[config.mk]
export PLATFORM = sky130hd
export DESIGN_NAME = dfa_arbiter
export DESIGN_NICKNAME = d
export VERILOG_FILES = /design/src/include/dfa_pkg.sv /design/src/logic/dfa_arbiter.sv /design/src/logic/dfa_classify.sv
export SDC_FILE = /design/constraint.sdc
export NUM_CORES = 1
export LEC_CHECK = 0
export BUFFER_PORTS_ARGS = -buffer_cell sky130_fd_sc_hd__buf_2
export CAP_MARGIN = 20
export CORE_ASPECT_RATIO = 2
export CORE_MARGIN = 2
export CORE_UTILIZATION = 30
export CTS_CLUSTER_DIAMETER = 30
export CTS_CLUSTER_SIZE = 20
export DETAILED_ROUTE_END_ITERATION = 8
export PLACE_DENSITY = 0.52
export SLEW_MARGIN = 5
export SYNTH_ARGS = -nofsm -noshare
export SYNTH_HDL_FRONTEND = slang
export SYNTH_SLANG_ARGS = --single-unit
export TNS_END_PERCENT = 5
[constraint.sdc]
create_clock -name clk -period 5 [get_ports clk]
set_clock_uncertainty 0.2 [all_clocks]
set_input_delay 0.5 -clock clk [delete_from_list [all_inputs] [get_ports clk]]
set_output_delay 0.5 -clock clk [all_outputs]
set_load 0.02 [all_outputs]
[src/include/dfa_pkg.sv]
// Constants and carrier types for the double-fault arbiter.
// Assumes one core clock and a synchronous active-high reset.
package dfa_pkg;

	// Exception classes, one-hot
	typedef enum logic [2:0] {
		DFA_CLS_BENIGN  = 3'h1,
		DFA_CLS_CONTRIB = 3'h2,
		DFA_CLS_PAGE    = 3'h4
	} dfa_class_t;

	// Arbiter states, one-hot
	typedef enum logic [3:0] {
		DFA_ST_IDLE      = 4'h1,
		DFA_ST_ENTER     = 4'h2,
		DFA_ST_DBL_ENTER = 4'h4,
		DFA_ST_SHUTDOWN  = 4'h8
	} dfa_state_t;

	// Vector numbers the arbiter decodes or issues
	localparam logic [7:0]  DFA_VEC_DIVIDE  = 8'h00;
	localparam logic [7:0]  DFA_VEC_NMI     = 8'h02;
	localparam logic [7:0]  DFA_VEC_DOUBLE  = 8'h08;
	localparam logic [7:0]  DFA_VEC_CSO     = 8'h09;
	localparam logic [7:0]  DFA_VEC_TASKSEG = 8'h0A;
	localparam logic [7:0]  DFA_VEC_PROT    = 8'h0D;
	localparam logic [7:0]  DFA_VEC_PAGE    = 8'h0E;
	localparam logic [31:0] DFA_DBL_ERRCODE = 32'h0000_0000;

	// Exception request from the pipeline
	typedef struct packed {
		logic [7:0] vector;
		logic       soft_int;
		logic       ext_irq;
		logic       prefetch;
		logic       fpu_xfer;
	} dfa_exc_t;

	// Delivery to the handler-dispatch logic
	typedef struct packed {
		logic [7:0]  vector;
		logic        has_error;
		logic [31:0] error_code;
		logic        abort;
		logic        ip_undefined;
	} dfa_dlv_t;

	// Values after reset
	localparam dfa_dlv_t   DFA_DLV_RESET = '0;
	localparam dfa_class_t DFA_CLS_RESET = DFA_CLS_BENIGN;
	localparam dfa_state_t DFA_ST_RESET  = DFA_ST_IDLE;

endpackage : dfa_pkg

[src/logic/dfa_arbiter.sv]
// Double-fault arbiter: resolves nested exceptions during handler entry.
// Assumes the pipeline presents at most one exception per cycle and pulses
// entry_done when the dispatch logic has finished entering a handler.
`timescale 1ns/100ps
module dfa_arbiter
	import dfa_pkg::*;
(
	// Clock and reset
	input  wire logic     clk,
	input  wire logic     rst,
	// Exception requests from the pipeline
	input  wire logic     exc_valid,
	input  dfa_exc_t      exc_in,
	// Dispatch progress and release events
	input  wire logic     entry_done,
	input  wire logic     nmi_req,
	input  wire logic     init_req,
	input  wire logic     nmi_handler_active,
	// Delivery to dispatch
	output logic          dlv_valid,
	output dfa_dlv_t      dlv,
	// Shutdown signalling
	output logic          shutdown_cycle,
	output logic          halted
);

	dfa_state_t state_reg, state_next;
	dfa_class_t cls_reg, cls_next;
	logic       lock_reg, lock_next;
	logic       dv_reg, dv_next;
	dfa_dlv_t   dlv_reg, dlv_next;
	logic       sd_reg, sd_next;
	logic       halt_reg;
	dfa_class_t new_cls;
	logic [7:0] new_vec;

	// Classify the arriving exception
	dfa_classify u_classify (
		.exc    (exc_in),
		.cls    (new_cls),
		.vector (new_vec)
	);

	// Pairing decision; prefetch faults never pair up
	wire first_contrib = cls_reg == DFA_CLS_CONTRIB;
	wire first_page    = cls_reg == DFA_CLS_PAGE;
	wire sec_contrib   = new_cls == DFA_CLS_CONTRIB;
	wire sec_page      = new_cls == DFA_CLS_PAGE;
	wire dbl_pair      = !exc_in.prefetch &&
		((first_contrib && sec_contrib) ||
		 (first_page && (sec_contrib || sec_page)));

	// A prefetch fault is held as benign, so it cannot open a pair either
	wire dfa_class_t held_cls = exc_in.prefetch ? DFA_CLS_BENIGN : new_cls;

	// Delivery words
	wire dfa_dlv_t serial_dlv = '{vector: new_vec, has_error: 1'b0,
		error_code: '0, abort: 1'b0, ip_undefined: 1'b0};
	wire dfa_dlv_t dbl_dlv = '{vector: DFA_VEC_DOUBLE, has_error: 1'b1,
		error_code: DFA_DBL_ERRCODE, abort: 1'b1, ip_undefined: 1'b1};
	wire dfa_dlv_t nmi_dlv = '{vector: DFA_VEC_NMI, has_error: 1'b0,
		error_code: '0, abort: 1'b0, ip_undefined: 1'b0};

	// Shutdown can be left by NMI or INIT only when it was not entered inside an NMI handler
	wire release_ok = !lock_reg;

	// State machine; an exception in the entry_done cycle counts as nested
	always_comb begin
		state_next = state_reg;
		cls_next   = cls_reg;
		lock_next  = lock_reg;
		dv_next    = 1'b0;
		dlv_next   = dlv_reg;
		sd_next    = 1'b0;
		unique case (state_reg)
			DFA_ST_IDLE: begin
				if (exc_valid) begin
					dv_next    = 1'b1;
					dlv_next   = serial_dlv;
					cls_next   = held_cls;
					state_next = DFA_ST_ENTER;
				end
			end
			DFA_ST_ENTER: begin
				if (exc_valid && dbl_pair) begin
					dv_next    = 1'b1;
					dlv_next   = dbl_dlv;
					state_next = DFA_ST_DBL_ENTER;
				end else if (exc_valid) begin
					dv_next    = 1'b1;
					dlv_next   = serial_dlv;
					cls_next   = held_cls;
				end else if (entry_done) begin
					state_next = DFA_ST_IDLE;
				end
			end
			DFA_ST_DBL_ENTER: begin
				if (exc_valid) begin
					sd_next    = 1'b1;
					lock_next  = nmi_handler_active;
					state_next = DFA_ST_SHUTDOWN;
				end else if (entry_done) begin
					state_next = DFA_ST_IDLE;
				end
			end
			DFA_ST_SHUTDOWN: begin
				// Further requests are ignored while halted
				if (init_req && release_ok) begin
					state_next = DFA_ST_IDLE;
				end else if (nmi_req && release_ok) begin
					dv_next    = 1'b1;
					dlv_next   = nmi_dlv;
					cls_next   = DFA_CLS_BENIGN;
					state_next = DFA_ST_ENTER;
				end
			end
		endcase
	end

	// State registers
	always_ff @(posedge clk) begin
		if (rst) begin
			state_reg <= DFA_ST_RESET;
			cls_reg   <= DFA_CLS_RESET;
			lock_reg  <= 1'b0;
		end else begin
			state_reg <= state_next;
			cls_reg   <= cls_next;
			lock_reg  <= lock_next;
		end
	end

	// Output registers; halted tracks the next state so it rises with the bus cycle
	always_ff @(posedge clk) begin
		if (rst) begin
			dv_reg   <= 1'b0;
			dlv_reg  <= DFA_DLV_RESET;
			sd_reg   <= 1'b0;
			halt_reg <= 1'b0;
		end else begin
			dv_reg   <= dv_next;
			dlv_reg  <= dlv_next;
			sd_reg   <= sd_next;
			halt_reg <= state_next == DFA_ST_SHUTDOWN;
		end
	end

	assign dlv_valid      = dv_reg;
	assign dlv            = dlv_reg;
	assign shutdown_cycle = sd_reg;
	assign halted         = halt_reg;
endmodule : dfa_arbiter

[src/logic/dfa_classify.sv]
// Exception classifier: remaps the reserved overrun vector and sorts into classes.
// Assumes a combinational path from the request struct; no clock needed.
`timescale 1ns/100ps
module dfa_classify
	import dfa_pkg::*;
(
	// Request in
	input  dfa_exc_t   exc,
	// Decoded class and final vector
	output dfa_class_t cls,
	output logic [7:0] vector
);

	// Operand-transfer faults and vector 9 not raised as a software interrupt become protection faults
	wire remap_prot = exc.fpu_xfer || (!exc.soft_int && exc.vector == DFA_VEC_CSO);
	assign vector   = remap_prot ? DFA_VEC_PROT : exc.vector;

	// Software and external interrupts are benign whatever their number
	wire is_int     = exc.soft_int || exc.ext_irq;
	wire is_contrib = !is_int && (vector == DFA_VEC_DIVIDE ||
		(vector >= DFA_VEC_TASKSEG && vector <= DFA_VEC_PROT));
	wire is_page    = !is_int && vector == DFA_VEC_PAGE;

	// Exactly one class; all remaining vectors fall to benign
	assign cls = is_contrib ? DFA_CLS_CONTRIB :
		is_page ? DFA_CLS_PAGE : DFA_CLS_BENIGN;

endmodule : dfa_classify
==> flow_summary.html <==
<table>
<tr><th>Metric</th><th>Value</th></tr>
<tr><th colspan="2">STA</th></tr>
<tr><td>Period Utilization, post-route</td><td>44.93%</td></tr>
<tr><td>Worst slew margin</td><td>a little over two fifths</td></tr>
<tr><td>Max Clk Rate</td><td>445.1 MHz</td></tr>
<tr><td>Post-layout minimum cycle time</td><td>2.246 ns</td></tr>
<tr><td>Final hold violation count</td><td>0</td></tr>
<tr><td>Worst Tran Pin Value</td><td>about 0.86 ns</td></tr>
<tr><td>Setup violators final</td><td>0</td></tr>
<tr><td>Aggregate negative setup slack</td><td>0 ns</td></tr>
<tr><td>Count of pins over their slew limit</td><td>0</td></tr>
<tr><td>Setup repair after global routing missed its margin</td><td>false</td></tr>
<tr><th colspan="2">Placement</th></tr>
<tr><td>Number of instances in the placed design</td><td>around 350</td></tr>
<tr><td>Gp weighted congestion</td><td>approximately 0.83</td></tr>
<tr><td># port buffers</td><td>64</td></tr>
<tr><td>Post-DP HPWL</td><td>3.272 mm</td></tr>
<tr><th colspan="2">CTS</th></tr>
<tr><td>Clock tree from TritonCTS</td><td>done</td></tr>
<tr><td>Reg clk slew, reported paths</td><td>around 0.06 ns</td></tr>
<tr><td>Root buffer cell</td><td>sky130_fd_sc_hd__clkbuf_16</td></tr>
<tr><td>H-tree depth</td><td>2</td></tr>
<tr><td>Number of clock sinks</td><td>54</td></tr>
<tr><td>Clock buffers created by TritonCTS</td><td>5</td></tr>
<tr><td>CTS hold repair buffers</td><td>0</td></tr>
<tr><td>Clk Latency, worst-skew pair</td><td>0.29 ns</td></tr>
<tr><td>Post-CTS repair timing setup buffer count</td><td>0</td></tr>
<tr><td>Number of buffers between clock root and the deepest sink</td><td>2</td></tr>
<tr><td>Post-cts repair resize count</td><td>0</td></tr>
<tr><th colspan="2">Pwr</th></tr>
<tr><td>Max rail drop VDD</td><td>0.0003180 V</td></tr>
<tr><td>Clock share of power</td><td>a little over two fifths</td></tr>
<tr><td>Combinational cell fraction of total power</td><td>~8.8%</td></tr>
<tr><td>Switching Fraction</td><td>22.34%</td></tr>
<tr><td>Cell leakage power</td><td>1.252 nW</td></tr>
<tr><td>Power per standard cell area</td><td>~340 mW/mm2</td></tr>
<tr><td>Sequential share of power</td><td>about 49%</td></tr>
<tr><td>Net switching power</td><td>about 0.00020 W</td></tr>
<tr><td>Internal cell power</td><td>between 0.0007 and 0.0008 W</td></tr>
<tr><th colspan="2">Finish</th></tr>
<tr><td>Inserted Diodes</td><td>0</td></tr>
<tr><td>Share of final-layout standard cells stronger than drive strength 1</td><td>a little under a third</td></tr>
<tr><td>Nets</td><td>just under 300</td></tr>
<tr><td>Count of fill cells added during filler insertion</td><td>736</td></tr>
<tr><td>Area Growth Syn to Fin</td><td>25.58%</td></tr>
<tr><td>Final cell count without fillers</td><td>approximately 360</td></tr>
<tr><td>Flip-flop count of the largest register after layout</td><td>between 40 and 50</td></tr>
<tr><th colspan="2">Synth</th></tr>
<tr><td>Synth area leaders</td><td>sky130_fd_sc_hd__dfxtp_1 52%, sky130_fd_sc_hd__and3_1 10%, sky130_fd_sc_hd__nor2_1 3.0%, sky130_fd_sc_hd__a21oi_1 2.6%, sky130_fd_sc_hd__nor4b_4 2.3%</td></tr>
<tr><td>Synthesis warning total</td><td>0</td></tr>
<tr><td>Number of synthesized flops with an enable pin</td><td>0</td></tr>
<tr><td>Nets in the synthesized netlist</td><td>between 200 and 250</td></tr>
<tr><td>Leading cell type by number of instances after synthesis</td><td>sky130_fd_sc_hd__dfxtp_1</td></tr>
<tr><td>Top post-synthesis cells by count</td><td>54 x sky130_fd_sc_hd__dfxtp_1, 34 x sky130_fd_sc_hd__and3_1, 17 x sky130_fd_sc_hd__nor2_1, 11 x sky130_fd_sc_hd__a21oi_1, 10 x sky130_fd_sc_hd__nand2_1</td></tr>
<tr><td>Dominant cell type by area after synthesis</td><td>sky130_fd_sc_hd__dfxtp_1</td></tr>
<tr><td>Flop and latch count out of synthesis</td><td>54</td></tr>
<tr><td>Cell variety after synth</td><td>between 40 and 50</td></tr>
<tr><td>Share of flip-flops with an asynchronous set or reset</td><td>0%</td></tr>
<tr><td>Post-synthesis sequential area ratio</td><td>51.52%</td></tr>
<tr><td>Mean post-synth cell area</td><td>9.851 um2</td></tr>
<tr><td>Cell area after technology mapping</td><td>~0.0021 mm2</td></tr>
<tr><td>Primary FF master, synth</td><td>sky130_fd_sc_hd__dfxtp_1</td></tr>
<tr><td>Share of Yosys cell area claimed by the top area cell type</td><td>~52%</td></tr>
<tr><td>Synthesized instance count</td><td>around 210</td></tr>
<tr><th colspan="2">Run</th></tr>
<tr><td>Max Cap Viol</td><td>0</td></tr>
<tr><th colspan="2">Route</th></tr>
<tr><td>Met3 wirelength from detailed routing</td><td>approximately 370 um</td></tr>
<tr><td>Number of nets with antenna violations after routing</td><td>0</td></tr>
<tr><td>Starting DRC count in detailed routing</td><td>just over 90</td></tr>
<tr><td>Total via count in the routed design</td><td>about 1.7k</td></tr>
<tr><td>Average detailed-routed wire length per instance</td><td>around 13 um</td></tr>
<tr><td>Total routed wire length on the met1 layer</td><td>2.283 mm</td></tr>
<tr><td>Met2 WL post-DR</td><td>~2 mm</td></tr>
<tr><td>Detailed-route wire length</td><td>~4.7 mm</td></tr>
<tr><td>Post-detailed-route via-to-cell ratio</td><td>around 4.8</td></tr>
<tr><td>DRC violations left</td><td>0</td></tr>
<tr><td>Iteration count of the initial detailed-routing pass</td><td>4</td></tr>
<tr><td>Highest signal layer in the routed design</td><td>met4</td></tr>
<tr><th colspan="2">Worst setup path</th></tr>
<tr><td>Crit path launch type</td><td>flip-flop</td></tr>
<tr><td>Critical path start-end classification</td><td>reg2reg</td></tr>
<tr><td>FF-to-FF path depth</td><td>6</td></tr>
<tr><td>Critical path data arrival time</td><td>approximately 2.2 ns</td></tr>
<tr><td>Terminus of the critical flop-to-flop path</td><td>dlv[39]</td></tr>
<tr><td>Reg-to-Reg Start</td><td>state_reg[3]</td></tr>
<tr><td>Reg2Reg Setup Slack</td><td>2.75 ns</td></tr>
<tr><td>Crit end category</td><td>flip-flop</td></tr>
<tr><td>CP Data Required Time</td><td>between 4 and 5 ns</td></tr>
<tr><td>Critical Path Fanout Max</td><td>40</td></tr>
<tr><th colspan="2">Global routing</th></tr>
<tr><td>Number of global-route vias before repair</td><td>1,637</td></tr>
<tr><td>GR Util All Layers</td><td>12.52%</td></tr>
<tr><td>Largest net degree at the start of global routing</td><td>slightly above 40</td></tr>
<tr><td>GR Overflow Total</td><td>0</td></tr>
<tr><td>Wire length of the first global-routing pass</td><td>between 7 and 8 mm</td></tr>
<tr><td>Number of antenna violations at the first check in global routing</td><td>0</td></tr>
<tr><th colspan="2">Die</th></tr>
<tr><td>Die span in x</td><td>around 63 um</td></tr>
<tr><td>Effective utilization at floorplan</td><td>a little under a third</td></tr>
<tr><td>Die boundary height</td><td>around 120 um</td></tr>
<tr><td>Area of the core</td><td>between 0.006 and 0.007 mm2</td></tr>
<tr><td>Std-Cell Rows</td><td>between 40 and 50</td></tr>
<tr><td>Number of I/O pins</td><td>65</td></tr>
<tr><td>Area enclosed by the die boundary</td><td>about 0.0077 mm2</td></tr>
<tr><th colspan="2">Min path</th></tr>
<tr><td>HP Start</td><td>dlv[1]</td></tr>
<tr><td>Number of cells traversed by the worst hold path</td><td>2</td></tr>
<tr><td>WHS Endpoint</td><td>dlv[1]</td></tr>
<tr><td>Class of the worst hold path</td><td>reg2reg</td></tr>
<tr><th colspan="2">Run status</th></tr>
<tr><td>Outcome</td><td>complete, no violations</td></tr>
</table>
-- worst max-delay path, stage by stage (launching register included) --
cell and delay, ns:
sky130_fd_sc_hd__dfxtp_1 0.60, sky130_fd_sc_hd__nor4b_4 0.47, sky130_fd_sc_hd__and2_1 0.23, sky130_fd_sc_hd__a21oi_2 0.06, sky130_fd_sc_hd__buf_4 0.27, sky130_fd_sc_hd__a22oi_1 0.23, sky130_fd_sc_hd__nor2_1 0.06
-- final cells by class --
| type | count | area [um2] | area share, % |
|---|---|---|---|
| clock inverters | 2 | 38.79 | 1.472 |
| multi-input cells | 142 | 938.4 | 35.61 |
| inverters | 3 | 11.26 | 0.4273 |
| repair buffers | 65 | 327.8 | 12.44 |
| clock buffers | 5 | 125.1 | 4.748 |
| flip-flops and latches | 54 | 1081 | 41.03 |
| well taps | 90 | 112.6 | 4.273 |
-- power by group through the flow --
| stage | Clock, W | Combinational [W] | Sequential, W |
|---|---|---|---|
| final | 0.000378 | 0.0000799 | 0.000445 |
| after global routing | 0.000412 | 0.0000886 | 0.000446 |
| after CTS | 0.000394 | 0.0000809 | 0.000445 |
| after detailed placement | 0 | 0.0000806 | 0.000455 |
| after global placement | 0 | 0.0000792 | 0.000455 |
| after floorplan | 0 | 0.0000499 | 0.000460 |
-- logic make-up (layout without fill, tap and decap cells) --
group | Yosys count | after routing | synth area share, %
buffers and inverters | 17 | 75 | 3.756
DFF | 54 | 54 | 51.52
and+or+nand+nor | 99 | 99 | 28.68
xor gates and xnor gates | 2 | 2 | 0.8350
AOI/OAI and AO/OA | 38 | 38 | 13.66
muxes | 3 | 3 | 1.550
-- metal layers --
layer / vias to the layer above / global-route usage, %
met2: 62 / 19.75
li1: 886 / -
met1: 775 / 15.67
met5: - / 0
met3: 4 / 4.491
met4: 0 / 4.583
-- stage by stage --
stage               power [W]  area, um2  hold WS (ns)  setup slack (ns)  utilization, %
floorplan           0.0005098       2098        0.2544             3.002               -
global placement    0.0005338       2471        0.2517             2.607           36.17
detailed placement  0.0005354       2471        0.2537             2.586           36.17
CTS                 0.0009200       2635        0.2581             2.743           38.56
global route        0.0009469       2635        0.2734             2.608           38.56
finish              0.0009027       2635        0.2593             2.754           38.56
-- layout by cell type (no fill, tap or decap), types with 5 or more instances in the layout --
master                      synthesis  layout
sky130_fd_sc_hd__o21ai_0            7       7
sky130_fd_sc_hd__a21oi_1           11      11
sky130_fd_sc_hd__nor2_1            17      17
sky130_fd_sc_hd__dfxtp_1           54      54
sky130_fd_sc_hd__buf_2              3      64
sky130_fd_sc_hd__and3_1            34      34
sky130_fd_sc_hd__nand3_1            8       8
sky130_fd_sc_hd__clkbuf_16          0       5
sky130_fd_sc_hd__nand2_1           10      10
sky130_fd_sc_hd__nor2b_1            6       6
-- how the worst max path moves through the flow --
stage / startpoint / endpoint / slack, ns
2_1_floorplan: exc_in[9] / dlv[37] / 3.00
3_3_place_gp: exc_in[9] / dlv[37] / 2.61
3_5_place_dp: exc_in[9] / dlv[37] / 2.59
4_1_cts: state_reg[3] / dlv[39] / 2.74
5_1_grt: state_reg[3] / dlv[39] / 2.61
6_report: state_reg[3] / dlv[39] / 2.75
(Power assumes the default switching activity.)
